==> src/include/sram_host_pkg.sv <==
/*
  Constants shared by the host-side controller for a 32-bit asynchronous
  static RAM module with four byte-lane selects.
  Assumes a 10 MHz system clock (100 ns period).
*/
package sram_host_pkg;
  // Geometry
  localparam int ADDR_W  = 19;
  localparam int DATA_W  = 32;
  localparam int LANES   = 4;
  localparam int LANE_W  = 8;
  localparam int ID_W    = 4;

  // Clock
  localparam int CLK_PERIOD_PS = 100000;

  // Times in picoseconds, as printed for the fastest grade
  localparam int ADDR_TO_DATA_PS   = 15000; // address_to_data_delay
  localparam int OE_TO_DATA_PS     = 6000;
  localparam int READ_CYCLE_PS     = 15000;
  localparam int WRITE_PULSE_PS    = 13000; // write_pulse_length
  localparam int ADDR_SETUP_PS     = 3000;
  localparam int DATA_SETUP_PS     = 10000;
  localparam int WRITE_RECOVERY_PS = 3000;  // write_recovery_delay
  localparam int WE_TO_HIZ_PS      = 8000;

  // Least times round up, at least one cycle
  function automatic int min_cycles(input int ps);
    int c;
    c = (ps + CLK_PERIOD_PS - 1) / CLK_PERIOD_PS;
    return (c < 1) ? 1 : c;
  endfunction

  localparam int READ_WAIT_CYC  = min_cycles(ADDR_TO_DATA_PS);
  localparam int SETUP_CYC      = min_cycles(ADDR_SETUP_PS);
  localparam int PULSE_CYC      = min_cycles(WRITE_PULSE_PS > DATA_SETUP_PS ? WRITE_PULSE_PS : DATA_SETUP_PS);
  localparam int RECOVER_CYC    = min_cycles(WRITE_RECOVERY_PS);
  localparam int HIZ_WAIT_CYC   = min_cycles(WE_TO_HIZ_PS);
  localparam int CNT_W          = 4;

  // Depth code seen on the identification pins: 1 = open/NC, 0 = tied low
  localparam logic [3:0] DEPTH_ID_512K = 4'hf;
  localparam logic [3:0] DEPTH_ID_MASK = 4'hf;

  // Sequencer states
  typedef enum logic [2:0] {
    ST_IDLE    = 3'b000,
    ST_RSETUP  = 3'b001,
    ST_RWAIT   = 3'b010,
    ST_WSETUP  = 3'b011,
    ST_WPULSE  = 3'b100,
    ST_WRECOV  = 3'b101
  } seq_state_t;
endpackage

==> src/include/sram_pins_if.sv <==
/*
  Interface bundling the pin-facing signals of the byte-lane data path.
  Assumes both ends share the host clock.
*/
`timescale 1ns/1ps
`default_nettype none
interface sram_pins_if;
  logic [31:0] wr_data;
  logic [3:0]  lane_en;
  logic        drive;
  logic [31:0] dq_out;
  logic [31:0] dq_oe;
  modport ctrl (output wr_data, output lane_en, output drive);
  modport lane (input wr_data, input lane_en, input drive, output dq_out, output dq_oe);
endinterface
`default_nettype wire

==> src/rtl/sram_lane_drv.sv <==
/*
  Per-lane output driver for the bidirectional data lines.
  Assumes drive and lane enables come from flip-flops in the controller.
*/
`timescale 1ns/1ps
`default_nettype none
module sram_lane_drv (
  sram_pins_if.lane pins
);
  // One byte lane per select; enables follow the lane so unwritten bytes stay released
  for (genvar g = 0; g < sram_host_pkg::LANES; g++) begin : g_lane
    assign pins.dq_out[g*sram_host_pkg::LANE_W +: sram_host_pkg::LANE_W] =
      pins.wr_data[g*sram_host_pkg::LANE_W +: sram_host_pkg::LANE_W];
    assign pins.dq_oe[g*sram_host_pkg::LANE_W +: sram_host_pkg::LANE_W] =
      {sram_host_pkg::LANE_W{pins.drive & pins.lane_en[g]}};
  end
endmodule
`default_nettype wire

==> src/rtl/sram_host_ctrl.sv <==
/*
  Host controller for a 512K x 32 asynchronous static RAM module with four
  active-low byte-lane selects, shared write strobe and output enable.
  Assumes pins are synchronous to clk; the tri-state wire is resolved outside.
*/
`timescale 1ns/1ps
`default_nettype none
module sram_host_ctrl (
  // Clock, enable, reset
  input  wire logic        clk,
  input  wire logic        clk_en,
  input  wire logic        sys_rst,
  // User request
  input  wire logic        req_valid,
  output logic             req_ready,
  input  wire logic        req_write,
  input  wire logic [18:0] req_addr,
  input  wire logic [31:0] req_wdata,
  input  wire logic [3:0]  req_lanes,
  // User response
  output logic             rsp_valid,
  output logic [31:0]      rsp_rdata,
  output logic             depth_ok,
  // Memory module pins
  output logic [18:0]      mem_addr,
  output logic [3:0]       byte_lane_select_n,
  output logic             write_strobe_n,
  output logic             output_enable_n,
  input  wire logic [31:0] bidir_data_lines_in,
  output logic [31:0]      bidir_data_lines_out,
  output logic [31:0]      bidir_data_lines_oe,
  input  wire logic [3:0]  depth_id_pins
);
  // Sequencer state, phase counter and registered write data
  sram_host_pkg::seq_state_t state_r;
  sram_host_pkg::seq_state_t state_nxt;
  logic [sram_host_pkg::CNT_W-1:0] cnt_r;
  logic [31:0] wdata_r;
  logic        drive_r;
  logic        cnt_done;

  sram_pins_if pins ();

  // Lane data path and per-lane output enables
  sram_lane_drv u_drv (
    .pins (pins)
  );

  // Bundle wiring; lane enables follow the registered selects
  assign pins.wr_data         = wdata_r;
  assign pins.lane_en         = ~byte_lane_select_n;
  assign pins.drive           = drive_r;
  assign bidir_data_lines_out = pins.dq_out;
  assign bidir_data_lines_oe  = pins.dq_oe;

  // A request is taken only in idle, so nothing ever queues inside
  assign cnt_done  = (cnt_r == '0);
  assign req_ready = (state_r == sram_host_pkg::ST_IDLE);

  // Next state; every phase waits out its least time in whole cycles
  // Read : idle, address setup, output enable low, data taken at its end
  // Write: idle, address setup, strobe low with data, strobe high with data held
  // Selects fall a cycle before the strobe and rise a cycle after it, so every
  // write is strobe-terminated, and data hold and write recovery are both timed from the strobe's rise
  // Trade-off: at 100 ns a cycle each least time rounds up to a whole cycle,
  // costing throughput but needing no timing finer than the clock
  // A faster clock only needs the package times rounded again
  // Unknown state codes fall back to idle
  always_comb begin
    state_nxt = state_r;
    case (state_r)
      sram_host_pkg::ST_IDLE:
        if (req_valid) begin
          state_nxt = req_write ? sram_host_pkg::ST_WSETUP : sram_host_pkg::ST_RSETUP;
        end
      sram_host_pkg::ST_RSETUP:
        state_nxt = sram_host_pkg::ST_RWAIT;
      sram_host_pkg::ST_RWAIT:
        if (cnt_done) begin
          state_nxt = sram_host_pkg::ST_IDLE;
        end
      sram_host_pkg::ST_WSETUP:
        if (cnt_done) begin
          state_nxt = sram_host_pkg::ST_WPULSE;
        end
      sram_host_pkg::ST_WPULSE:
        if (cnt_done) begin
          state_nxt = sram_host_pkg::ST_WRECOV;
        end
      sram_host_pkg::ST_WRECOV:
        if (cnt_done) begin
          state_nxt = sram_host_pkg::ST_IDLE;
        end
      default:
        state_nxt = sram_host_pkg::ST_IDLE;
    endcase
  end

  // State register; clock enable low freezes the sequence mid-phase
  // Synchronous reset returns to idle with strobes high and selects released
  always_ff @(posedge clk) begin
    if (sys_rst) begin
      state_r <= sram_host_pkg::ST_IDLE;
    end else if (clk_en) begin
      state_r <= state_nxt;
    end
  end

  // Phase counter loaded with the remaining cycles of the next phase
  // A zero load means the phase lasts exactly one cycle
  always_ff @(posedge clk) begin
    if (sys_rst) begin
      cnt_r <= '0;
    end else if (clk_en) begin
      if (state_r != state_nxt) begin
        case (state_nxt)
          sram_host_pkg::ST_RWAIT:  cnt_r <= sram_host_pkg::CNT_W'(sram_host_pkg::READ_WAIT_CYC - 1);
          sram_host_pkg::ST_WSETUP: cnt_r <= sram_host_pkg::CNT_W'(sram_host_pkg::SETUP_CYC - 1);
          sram_host_pkg::ST_WPULSE: cnt_r <= sram_host_pkg::CNT_W'(sram_host_pkg::PULSE_CYC - 1);
          sram_host_pkg::ST_WRECOV: cnt_r <= sram_host_pkg::CNT_W'(sram_host_pkg::RECOVER_CYC - 1);
          default:                  cnt_r <= '0;
        endcase
      end else if (!cnt_done) begin
        cnt_r <= cnt_r - 1'b1;
      end
    end
  end

  // Address and selects load only in idle, when the strobe is high; selects release on the edge back to idle
  // The address stays put until the selects have risen, so it never moves under a low strobe
  always_ff @(posedge clk) begin
    if (sys_rst) begin
      mem_addr           <= '0;
      byte_lane_select_n <= '1;
      wdata_r            <= '0;
    end else if (clk_en) begin
      if (state_r == sram_host_pkg::ST_IDLE && req_valid) begin
        mem_addr           <= req_addr;
        byte_lane_select_n <= ~req_lanes;
        wdata_r            <= req_wdata;
      end else if (state_nxt == sram_host_pkg::ST_IDLE) begin
        byte_lane_select_n <= '1;
      end
    end
  end

  // Strobes: select falls before the strobe, strobe rises before select
  // Output enable and strobe are never low together, so the module never drives into host data
  always_ff @(posedge clk) begin
    if (sys_rst) begin
      write_strobe_n  <= 1'b1;
      output_enable_n <= 1'b1;
    end else if (clk_en) begin
      write_strobe_n  <= ~(state_nxt == sram_host_pkg::ST_WPULSE);
      output_enable_n <= ~(state_nxt == sram_host_pkg::ST_RWAIT);
    end
  end

  // Host drives data only inside the write window, when device outputs are off
  // Drive ends with the selects, a cycle after the strobe, so data holds past the strobe edge
  always_ff @(posedge clk) begin
    if (sys_rst) begin
      drive_r <= 1'b0;
    end else if (clk_en) begin
      drive_r <= (state_nxt == sram_host_pkg::ST_WPULSE) ||
                 (state_nxt == sram_host_pkg::ST_WRECOV);
    end
  end

  // Read capture at the last wait cycle; deselected bytes read as zero
  // Sampled after a full cycle of output enable, well past the access and enable times
  always_ff @(posedge clk) begin
    if (sys_rst) begin
      rsp_valid <= 1'b0;
      rsp_rdata <= '0;
    end else if (clk_en) begin
      rsp_valid <= 1'b0;
      if (state_r == sram_host_pkg::ST_RWAIT && cnt_done) begin
        rsp_valid <= 1'b1;
        for (int i = 0; i < sram_host_pkg::LANES; i++) begin
          rsp_rdata[i*sram_host_pkg::LANE_W +: sram_host_pkg::LANE_W] <=
            byte_lane_select_n[i] ? '0 : bidir_data_lines_in[i*sram_host_pkg::LANE_W +: sram_host_pkg::LANE_W];
        end
      end
    end
  end

  // Depth identification sampled continuously; pins are static
  // Limitation: a module of another depth only clears the flag; requests are still served
  always_ff @(posedge clk) begin
    if (sys_rst) begin
      depth_ok <= 1'b0;
    end else if (clk_en) begin
      depth_ok <= ((depth_id_pins & sram_host_pkg::DEPTH_ID_MASK) == sram_host_pkg::DEPTH_ID_512K);
    end
  end
endmodule
`default_nettype wire

==> config.mk <==
export PLATFORM = sky130hd
export DESIGN_NAME = sram_host_ctrl
export DESIGN_NICKNAME = d
export VERILOG_FILES = /design/src/include/sram_host_pkg.sv /design/src/include/sram_pins_if.sv /design/src/rtl/sram_lane_drv.sv /design/src/rtl/sram_host_ctrl.sv
export SDC_FILE = /design/constraint.sdc
export NUM_CORES = 1
export LEC_CHECK = 0
export BUFFER_PORTS_ARGS = -buffer_cell sky130_fd_sc_hd__buf_2
export CAP_MARGIN = 25
export CORE_MARGIN = 2
export CORE_UTILIZATION = 40
export DETAILED_ROUTE_END_ITERATION = 7
export MAX_ROUTING_LAYER = met4
export PLACE_DENSITY = 0.74
export SYNTH_ARGS = -nofsm -noshare
export SYNTH_HDL_FRONTEND = slang
export SYNTH_SLANG_ARGS = --single-unit
==> constraint.sdc <==
create_clock -name clk -period 1.85 [get_ports clk]
set_clock_uncertainty 0.05 [all_clocks]
set_input_delay 0.185 -clock clk [delete_from_list [all_inputs] [get_ports clk]]
set_output_delay 0.185 -clock clk [all_outputs]
set_load 0.005 [all_outputs]
==> results.txt, run 1 <==
----------------------------------------------------
[Outcome]
  Result of the run ... completed

[Power]
  Combinational share of power ... 0.145
  Internal power ... 3056 uW
  Clock network fraction of design power ... 0.317
  Leakage power total ... 0.002680 uW
  Sw Ratio ... 0.2704
  Power per standard cell area ... 712.3 nW/um2
  Sw Pwr ... 1133 uW
  PnR Total Power ... 4189 uW
  Worst IR Drop VDD ... 0.4416 mV
  Fraction of power consumed by sequential logic ... 0.538

[GRT]
  Overall fraction of global-route tracks in use ... 0.2385
  Global-route wire length before repair ... 20.61 mm
  Met3 global-route usage ... 0.04947
  Maximum number of pins on one net before global-route repair ... 52
  Vias in the first global route ... 4288
  Antenna violations before repair ... 0
  Most congested layer reported by global routing ... met2
  Overflow after GRT ... 0
  Met1 demand-to-capacity share in global routing ... 0.2712
  Met2 capacity usage during global routing ... 0.3991

[Yosys]
  Count of distinct cell types in the synthesized netlist ... 45
  Post-synth design cell area ... 4099 um2
  Number of warnings printed during yosys synthesis ... 0
  Sequential fraction of the synthesis area ... 0.4835
  Cell type contributing the most total cell area after synthesis ... dfxtp_1
  Gate count of the mapped netlist ... 498
  Synthesis-stage register bit count ... 99
  Post-synth EDFFs ... 0
  Flip-flop cell with the highest count after synthesis ... dfxtp_1
  Avg Inst Size Synth ... 8.231 um2
  Async set-or-reset flop fraction in the synthesized netlist ... 0
  Number of nets produced by synthesis ... 595
  Fraction of post-synthesis cell area in the top cell type by area ... 0.4835
  Ranking of synthesized cells by area ... dfxtp_1 48%, nand2_1 12%, a21oi_1 11%

[CTS]
  TritonCTS clock tree ... built
  Clock tree root buffer cell ... clkbuf_8
  Clock latency at the later pin of the worst-skew pair ... 0.36 ns
  Sinks on Clock Net ... 99
  Worst-case clock buffer depth ... 2
  Num CTS Buffers ... 9
  Clock transition at the register clock pins on the worst setup and hold paths after CTS ... 0.10 ns
  Maximum level of the CTS H-tree ... 3

[Placed design]
  Detailed Place HPWL ... 8.196 mm
  Port buffer count ... 219
  Routability Congestion ... 0.8880
  Cells after DPL ... 801
  Pre-CTS WS ... -0.01608 ns

[Route]
  ANT nets after route ... 0
  Violation count after the first detailed-routing iteration ... 207
  DRC violation count after routing ... 0
  Average wire per cell in the routed design ... 15.12 um
  Routed via count ... 4398
  Total wire length after detailed routing ... 13.11 mm
  Via-per-instance ratio ... 5.073
  Initial DRT Pass Iterations ... 4

[Hold path]
  Depth of the worst hold-timing path ... 3
  Class of the most critical hold timing path ... input port to register

[Die]
  Num ports ... 220
  Die height ... 105.2 um
  Effective utilization at floorplan ... 0.4155
  Number of core rows ... 36
  Die outline width ... 105.2 um
  Core Region ... 9864 um2
  Total Die Area ... 11070 um2

[STA]
  Number of slew-limit violations in the final report ... 0
  Tightest slew margin relative to the limit ... 0.6705
  Fin. Hold Viols ... 0
  Final setup vio count ... 0
  Tmin final ... 1.818 ns
  Setup TNS ... 0 ns
  Period Utilization, post-route ... 0.9826
  Max Clk Rate ... 550.1 MHz
  RSZ-0062 raised after global routing ... yes
  Setup slack of the critical path after layout ... 0.03211 ns
  Slew of the pin with the lowest slew margin ... 0.4943 ns

[Final layout]
  Area Growth Syn to Fin ... 43.47%
  Final standard cell count with taps included and fillers excluded ... 867
  Number of antenna repair diodes ... 0
  Count of fill cells added during filler insertion ... 818
  Share of layout cells above drive strength 1 ... 0.3774
  Fin nets ... 826
  Final core utilization ... 0.5961

[Run]
  Count of max-cap constraint violations ... 0

[Setup path]
  R2R depth ... 8
  Startpoint class of the critical path ... register
  Endpoint kind of the worst setup timing path ... register
  Arr. time, crit path ... 2.05 ns
  Critical-path maximum fanout ... 8
  Required time of the worst setup path ... 2.09 ns
  Classification of the worst setup path ... register to register

----------------------------------------------------
worst paths after layout:
| check | to | slack (ns) | from |
|---|---|---|---|
| setup / recovery | rsp_rdata[4] | 0.03 | cnt_r[1] |
| hold / removal | pins.wr_data[14] | 0.02 | req_wdata[14] |
| setup reg to reg | rsp_rdata[4] | 0.03 | cnt_r[1] |
| hold reg to reg | pins.wr_data[5] | 0.41 | pins.wr_data[5] |
kinds of logic (layout without fill, tap and decap cells):
group | Yosys count | in the layout | synth area share
adder cells (fa/ha/maj) | 1 | 1 | 0.003052
AO/OA/AOI/OAI | 115 | 115 | 0.1590
buffers and inverters | 71 | 307 | 0.1010
XOR/XNOR | 1 | 1 | 0.002137
AND/OR/NAND/NOR | 208 | 208 | 0.2433
multiplexers | 3 | 3 | 0.007936
flip-flops | 99 | 99 | 0.4835
per-stage QoR:
stage | cell area, um2 | hold slack (ns)
floorplan | 4126 | 0.2710
global placement | 5151 | 0.3745
detailed placement | 5151 | 0.3805
CTS | 5906 | 0.004047
global route | 5881 | 0.006358
finish | 5881 | 0.02331
cell type report:
type	count	area [um2]	area share
Timing Repair Buffer	285	1775	0.3019
Sequential cell	99	1984	0.3374
Tap cell	133	166.4	0.02830
Inverter	6	22.52	0.003830
Clock buffer	11	141.4	0.02404
Multi-Input combinational cell	328	1744	0.2966
Clock inverter	5	46.29	0.007872
state kept, by name, summed over array words and instances, names as in the netlist, 3 cells and up:
register            count
rsp_rdata              32
mem_addr               19
cnt_r                   4
state_r                 3
pins.wr_data           32
byte_lane_select_n      4
per-layer routing:
metal	up-vias	wire length (um)
li1	2103	-
met1	2013	5177
met2	247	6411
met3	35	1090
met4	0	434
met5	-	0
Yosys cell counts (2+ instances only):
| library cell | number |
|---|---|
| a21oi_1 | 90 |
| or3_1 | 2 |
| nor3_1 | 3 |
| buf_4 | 29 |
| clkbuf_1 | 20 |
| mux2_2 | 2 |
| nand3b_1 | 33 |
| nor2b_1 | 6 |
| nand2_1 | 135 |
| dfxtp_1 | 99 |
| inv_1 | 5 |
| buf_2 | 13 |
| o21bai_1 | 5 |
| a211oi_1 | 6 |
| nand3_1 | 3 |
| nor2_1 | 11 |
| nand4_1 | 2 |
| o31a_1 | 2 |
| buf_6 | 3 |
| and2_1 | 4 |
layout by cell type, fill, tap and decap left out, types with 3 or more instances in the layout:
master | synthesis | routed
nor2b_1 | 6 | 6
nand3b_1 | 33 | 33
buf_6 | 3 | 3
buf_2 | 13 | 218
buf_4 | 29 | 18
clkinv_4 | 0 | 3
a211oi_1 | 6 | 6
dlygate4sd3_1 | 0 | 42
a21oi_1 | 90 | 86
nor3_1 | 3 | 3
dfxtp_1 | 99 | 97
and2_1 | 4 | 4
o21bai_1 | 5 | 5
nand2_1 | 135 | 135
inv_1 | 5 | 3
a21oi_2 | 1 | 5
nor2_1 | 11 | 11
inv_2 | 1 | 3
clkbuf_8 | 0 | 10
repair_timing:
item,CTS,global route
setup buffers,8,2
pin swaps,19,19
hold buffers,42,0
cloned,3,0
resized for setup,8,5
endpoints found under the setup margin,32,34
endpoints found under the hold margin,42,0
power groups by stage:
stage               clock network, uW  logic [uW]  registers, uW
floorplan                           0         267           2290
global placement                    0         495           2290
detailed placement                  0         504           2300
CTS                              1360         609           2250
global route                     1460         668           2260
finish                           1330         609           2250
critical path: stages, from the launching register on:
cell and delay, ns:
dfxtp_2 0.34, inv_2 0.07, ha_4 0.13, or3b_4 0.40, nor3_4 0.26, buf_6 0.18
buf_16 0.13, nand3b_1 0.07, a21oi_1 0.12
Power figures use the tool's default switching activity.
==> inputs of run 2 (changes only) <==
Settings changed: SETUP_SLACK_MARGIN set to 0.2.
==> results.txt, run 2 (synthesis gave the netlist of run 1 again) <==
----------------------------------------------------
[Setup path]
  Startpoint class of the critical path ... register (unchanged)
  Required time of the worst setup path ... 2.10 ns (was 2.09 ns)
  Classification of the worst setup path ... register to register (unchanged)
  R2R depth ... 9 (was 8)
  R2R setup slack ... -0.05 ns (was 0.03 ns)
  Arr. time, crit path ... 2.15 ns (was 2.05 ns)
  Critical-path maximum fanout ... 8 (unchanged)
  Endpoint kind of the worst setup timing path ... register (unchanged)

[Final layout]
  Area Growth Syn to Fin ... 51.01% (was 43.47%)
  Most frequent standard cell in the layout excluding fill and tap cells ... buf_2 (unchanged)
  Sequential Area ... 1987 um2 (was 1984 um2)
  Multi-input logic area ... 1884 um2 (was 1744 um2)
  Share of layout cells above drive strength 1 ... 0.4011 (was 0.3774)
  Commonest non-fill, non-tap cells in the layout ... 218 x buf_2, 135 x nand2_1, 95 x dfxtp_1 (was 218 x buf_2, 135 x nand2_1, 97 x dfxtp_1)
  Fin nets ... 835 (was 826)
  Count of fill cells added during filler insertion ... 770 (was 818)

[Die]
  Num ports ... 220 (unchanged)
  Effective utilization at floorplan ... 0.4155 (unchanged)
  Die height ... 105.2 um (unchanged)
  Total Die Area ... 11070 um2 (unchanged)
  Number of core rows ... 36 (unchanged)
  Die outline width ... 105.2 um (unchanged)
  Core Region ... 9864 um2 (unchanged)

[Route]
  Initial DRT Pass Iterations ... 8 (was 4)
  DRC violation count after routing ... 0 (unchanged)
  ANT nets after route ... 0 (unchanged)
  Violation count after the first detailed-routing iteration ... 290 (was 207)
  Via-per-instance ratio ... 5.084 (was 5.073)
  Average wire per cell in the routed design ... 15.57 um (was 15.12 um)
  Routed via count ... 4459 (was 4398)
  Total wire length after detailed routing ... 13.66 mm (was 13.11 mm)

[CTS]
  TritonCTS clock tree ... built (unchanged)
  Sinks on Clock Net ... 99 (unchanged)
  Clock latency at the later pin of the worst-skew pair ... 0.36 ns (about the same)
  Maximum level of the CTS H-tree ... 3 (unchanged)
  Num CTS Buffers ... 9 (unchanged)
  Clock tree root buffer cell ... clkbuf_8 (unchanged)
  Worst-case clock buffer depth ... 2 (unchanged)
  Clock transition at the register clock pins on the worst setup and hold paths after CTS ... 0.10 ns (about the same)

[Outcome]
  Result of the run ... finished, violations left (was completed)
  Violated checks ... negative setup slack

[Power]
  Power per standard cell area ... 708.4 nW/um2 (was 712.3 nW/um2)
  Combinational share of power ... 0.152 (was 0.145)
  Sw Pwr ... 1193 uW (was 1133 uW)
  Worst IR Drop VDD ... 0.4723 mV (was 0.4416 mV)
  Sw Ratio ... 0.2720 (was 0.2704)
  Clock network fraction of design power ... 0.333 (was 0.317)
  Internal power ... 3192 uW (was 3056 uW)
  Fraction of power consumed by sequential logic ... 0.515 (was 0.538)
  Leakage power total ... 0.002766 uW (was 0.002680 uW)

[GRT]
  Vias in the first global route ... 4206 (was 4288)
  Global-route wire length before repair ... 20.58 mm (was 20.61 mm)
  Overflow after GRT ... 0 (unchanged)
  Overall fraction of global-route tracks in use ... 0.2363 (was 0.2385)
  Maximum number of pins on one net before global-route repair ... 52 (unchanged)
  Antenna violations before repair ... 1 (was 0)

[STA]
  Worst hold slack ... 0.02631 ns (was 0.02331 ns)
  Fin. Hold Viols ... 0 (unchanged)
  Setup TNS ... -1.004 ns (was 0 ns)
  Final setup vio count ... 33 (was 0)
  Period Utilization, post-route ... 1.027 (was 0.9826)
  Slew of the pin with the lowest slew margin ... 0.4828 ns (was 0.4943 ns)
  Number of slew-limit violations in the final report ... 0 (unchanged)
  Setup slack of the critical path after layout ... -0.05076 ns (was 0.03211 ns)
  Tmin final ... 1.901 ns (was 1.818 ns)
  RSZ-0062 raised after global routing ... yes (unchanged)
  Tightest slew margin relative to the limit ... 0.6782 (was 0.6705)
  Max Clk Rate ... 526.1 MHz (was 550.1 MHz)

[Placed design]
  Port buffer count ... 219 (unchanged)
  Routability Congestion ... 0.8981 (was 0.8880)
  Detailed Place HPWL ... 8.111 mm (was 8.196 mm)

[Hold path]
  Depth of the worst hold-timing path ... 3 (unchanged)
  Class of the most critical hold timing path ... input port to register (unchanged)

[Run]
  Count of max-cap constraint violations ... 0 (unchanged)

----------------------------------------------------
[run 2: cell types whose count changed in the layout (fill, tap and decap cells not counted), sizes merged]
cell,change
buf,+1
clkinvlp,+1
clkbuf,-1
inv,+1
dlygate4sd3,+7
diode,+1
clkinv,-1
bufinv,+1
[run 2: final timing paths]
check | endpoint | startpoint
max | rsp_rdata[23] | cnt_r[1]
min | rsp_rdata[21] | bidir_data_lines_in[21]
max reg2reg | rsp_rdata[23] | cnt_r[1]
min reg2reg | pins.wr_data[4] | pins.wr_data[4]
[run 2: final cells by class]
cell class                      instances  share of cell area
Timing Repair Buffer                  294              0.3101
Clock inverter                          7             0.01354
Clock buffer                            9             0.02001
Tap cell                              133             0.02689
Inverter                                6            0.003639
Antenna cell                            1           0.0004043
Multi-Input combinational cell        328              0.3044
Sequential cell                        99              0.3210
[run 2: power by group through the flow]
stage | Clock (uW) | Combinational [uW] | Sequential, uW
global placement | 0 | 498 | 2290
finish | 1460 | 666 | 2260
global route | 1600 | 719 | 2270
CTS | 1510 | 624 | 2250
floorplan | 0 | 267 | 2290
detailed placement | 0 | 509 | 2300
[run 2: layer usage]
metal | global-route usage | routed length (um) | vias to the layer above | part of all wire
met5 | - | 0 | - | 0
met4 | 0.1152 | 434 | 0 | 0.032
met3 | 0.03896 | 1033 | 34 | 0.076
met2 | 0.3945 | 6939 | 256 | 0.51
met1 | 0.2761 | 5252 | 2050 | 0.38
li1 | - | - | 2119 | -
[run 2: critical path, cell delays in order, from the launching register on]
cell and delay, ns:
dfxtp_2 0.34, inv_2 0.07, ha_4 0.12, or3b_4 0.39, buf_6 0.14, nor3_4 0.20
buf_12 0.17, clkbuf_16 0.16, nand3b_1 0.08, a21oi_1 0.12
[run 2: through the flow]
step / area (um2) / power (uW) / cells / setup slack [ns] / util
2_1_floorplan: 4128 / 2560 / 498 / -0.006486 / -
3_3_place_gp: 5149 / 2793 / 799 / 0.06861 / 0.5219
3_5_place_dp: 5149 / 2806 / 799 / -0.04758 / 0.5219
4_1_cts: 6026 / 4386 / 872 / -0.02974 / 0.6109
5_1_grt: 6190 / 4583 / 877 / -0.1017 / 0.6275
6_report: 6190 / 4385 / 877 / -0.05076 / 0.6275
[run 2: what timing repair did]
| item | CTS | global route |
|---|---|---|
| hold buffers | 49 | 0 |
| pin swaps | 35 | 34 |
| hold endpoints to repair | 49 | 0 |
| gates cloned | 2 | 1 |
| gates resized for setup | 15 | 22 |
| buffers inserted | 6 | 3 |
| endpoints found under the setup margin | 69 | 102 |
==> inputs of run 3 (changes only) <==
Settings changed: CTS_BUF_LIST set to sky130_fd_sc_hd__clkbuf_16.
==> results.txt, run 3 (synthesis gave the netlist of run 1 again) <==
----------------------------------------------------
[Placed design]
  Detailed Place HPWL ... 8.111 mm (unchanged)
  Routability Congestion ... 0.8981 (unchanged)
  Port buffer count ... 219 (unchanged)

[CTS]
  Num CTS Buffers ... 9 (unchanged)
  Maximum level of the CTS H-tree ... 3 (unchanged)
  Worst-case clock buffer depth ... 2 (unchanged)
  Sinks on Clock Net ... 99 (unchanged)
  Clock transition at the register clock pins on the worst setup and hold paths after CTS ... 0.08 ns (was 0.10 ns)
  TritonCTS clock tree ... built (unchanged)
  Clock tree root buffer cell ... clkbuf_16 (was clkbuf_8)
  Clock latency at the later pin of the worst-skew pair ... 0.34 ns (was 0.36 ns)

[Setup path]
  Critical-path maximum fanout ... 8 (unchanged)
  R2R depth ... 9 (unchanged)
  Startpoint of the worst register-to-register path ... cnt_r[1] (unchanged)
  Arr. time, crit path ... 2.10 ns (was 2.15 ns)
  Classification of the worst setup path ... register to register (unchanged)
  R2R setup slack ... -0.04 ns (was -0.05 ns)
  Critical register-to-register path endpoint ... rsp_rdata[0] (was rsp_rdata[23])
  Endpoint kind of the worst setup timing path ... register (unchanged)
  Startpoint class of the critical path ... register (unchanged)
  Required time of the worst setup path ... 2.07 ns (was 2.10 ns)

[Final layout]
  Count of fill cells added during filler insertion ... 851 (was 770)
  Share of layout cells above drive strength 1 ... 0.4222 (was 0.4011)
  Number of antenna repair diodes ... 0 (was 1)
  Fin nets ... 786 (was 835)
  Multi-input logic area ... 1843 um2 (was 1884 um2)
  Final core utilization ... 0.5830 (was 0.6275)
  Commonest non-fill, non-tap cells in the layout ... 218 x buf_2, 135 x nand2_1, 97 x dfxtp_1 (was 218 x buf_2, 135 x nand2_1, 95 x dfxtp_1)
  Sequential Area ... 1984 um2 (was 1987 um2)
  Area Growth Syn to Fin ... 40.29% (was 51.01%)
  Most frequent standard cell in the layout excluding fill and tap cells ... buf_2 (unchanged)

[Route]
  Average wire per cell in the routed design ... 14.75 um (was 15.57 um)
  Via-per-instance ratio ... 4.998 (was 5.084)
  ANT nets after route ... 0 (unchanged)
  Initial DRT Pass Iterations ... 5 (was 8)
  DRC violation count after routing ... 0 (unchanged)
  Routed via count ... 4133 (was 4459)
  Total wire length after detailed routing ... 12.20 mm (was 13.66 mm)
  Violation count after the first detailed-routing iteration ... 227 (was 290)

[STA]
  Max Clk Rate ... 530.4 MHz (was 526.1 MHz)
  Setup slack of the critical path after layout ... -0.03525 ns (was -0.05076 ns)
  Worst hold slack ... 0.02041 ns (was 0.02631 ns)
  Tightest slew margin relative to the limit ... 0.6459 (was 0.6782)
  Period Utilization, post-route ... 1.019 (was 1.027)
  RSZ-0062 raised after global routing ... yes (unchanged)
  Fin. Hold Viols ... 0 (unchanged)
  Tmin final ... 1.885 ns (was 1.901 ns)
  Number of slew-limit violations in the final report ... 0 (unchanged)
  Slew of the pin with the lowest slew margin ... 0.5291 ns (was 0.4828 ns)
  Setup TNS ... -0.4925 ns (was -1.004 ns)
  Final setup vio count ... 29 (was 33)

[GRT]
  Overall fraction of global-route tracks in use ... 0.2113 (was 0.2363)
  Global-route wire length before repair ... 18.52 mm (was 20.58 mm)
  Vias in the first global route ... 3827 (was 4206)
  Antenna violations before repair ... 0 (was 1)
  Maximum number of pins on one net before global-route repair ... 52 (unchanged)
  Overflow after GRT ... 0 (unchanged)

[Hold path]
  Depth of the worst hold-timing path ... 3 (unchanged)
  Class of the most critical hold timing path ... input port to register (unchanged)
  Startpoint of the tightest hold check path ... req_wdata[19] (was bidir_data_lines_in[21])
  Endpoint with the worst hold slack ... pins.wr_data[19] (was rsp_rdata[21])

[Power]
  Leakage power total ... 0.002602 uW (was 0.002766 uW)
  Worst IR Drop VDD ... 0.4765 mV (was 0.4723 mV)
  Fraction of power consumed by sequential logic ... 0.475 (was 0.515)
  Internal power ... 3540 uW (was 3192 uW)
  Clock network fraction of design power ... 0.408 (was 0.333)
  Sw Ratio ... 0.2538 (was 0.2720)
  Power per standard cell area ... 825.0 nW/um2 (was 708.4 nW/um2)
  Combinational share of power ... 0.118 (was 0.152)
  Sw Pwr ... 1204 uW (was 1193 uW)

[Die]
  Die outline width ... 105.2 um (unchanged)
  Core Region ... 9864 um2 (unchanged)
  Die height ... 105.2 um (unchanged)
  Effective utilization at floorplan ... 0.4155 (unchanged)
  Total Die Area ... 11070 um2 (unchanged)
  Num ports ... 220 (unchanged)
  Number of core rows ... 36 (unchanged)

[Run]
  Count of max-cap constraint violations ... 0 (unchanged)

[Outcome]
  Violated checks ... negative setup slack (unchanged)
  Result of the run ... finished, violations left (unchanged)

----------------------------------------------------
==> run 3: changes by cell type in the layout (fill, tap and decap cells not counted), moves of 2 or more <==
cell and delta:
clkbuf_16 +9, clkbuf_8 -9, dfxtp_2 -2, dfxtp_1 +2, dlygate4sd3_1 -49
==> run 3: repair_timing <==
action	CTS	global route
setup buffers	6	3
resized for setup	12	15
pin swaps	34	32
gates cloned	2	1
hold buffers	0	0
setup endpoints to repair	52	110
==> run 3: through the flow <==
stage               cell area, um2  power, uW  cells  setup WS (ns)
finish                        5751       4744    827       -0.03525
global route                  5751       4941    827        -0.1204
CTS                           5627       4779    823       -0.02347
detailed placement            5149       2806    799       -0.04758
global placement              5149       2793    799        0.06861
floorplan                     4128       2560    498      -0.006486
==> run 3: critical path: stages, from the launching register on <==
cell and delay (ns):
dfxtp_2 0.33, inv_2 0.07, ha_4 0.12, or3b_4 0.39, buf_6 0.14, nor3_4 0.20, buf_12 0.17, clkbuf_16 0.16
nand3b_1 0.08, a21oi_1 0.12
==> run 3: power groups by stage <==
stage,clock [uW],combinational [uW],sequential [uW]
6_report,1930,559,2250
3_5_place_dp,0,509,2300
5_1_grt,2070,613,2260
2_1_floorplan,0,267,2290
4_1_cts,1990,543,2250
3_3_place_gp,0,498,2290
==> run 3: worst max path at each step <==
stage | startpoint | depth (start not counted) | slack [ns] | to
2_1_floorplan | cnt_r[1] | 9 | -0.006 | rsp_rdata[22]
3_3_place_gp | cnt_r[1] | 8 | 0.07 | rsp_rdata[18]
3_5_place_dp | cnt_r[1] | 8 | -0.05 | rsp_rdata[28]
4_1_cts | cnt_r[1] | 9 | -0.02 | rsp_rdata[4]
5_1_grt | state_r[0] | 5 | -0.12 | pins.wr_data[25]
6_report | cnt_r[1] | 9 | -0.04 | rsp_rdata[0]
==> run 3: routing by layer <==
metal,track usage,part of all wire,routed length [um]
met4,0.08667,0.020,240
met2,0.3525,0.50,6076
met3,0.04205,0.077,944
met1,0.2490,0.40,4937
met5,-,0,0
==> run 3: cell type report <==
class / count / share of cell area
flip-flops and latches: 99 / 0.3451
multi-input cells: 328 / 0.3205
inverters: 6 / 0.003916
clock inverters: 7 / 0.01458
well taps: 133 / 0.02894
clock buffers: 9 / 0.03916
repair buffers: 245 / 0.2478
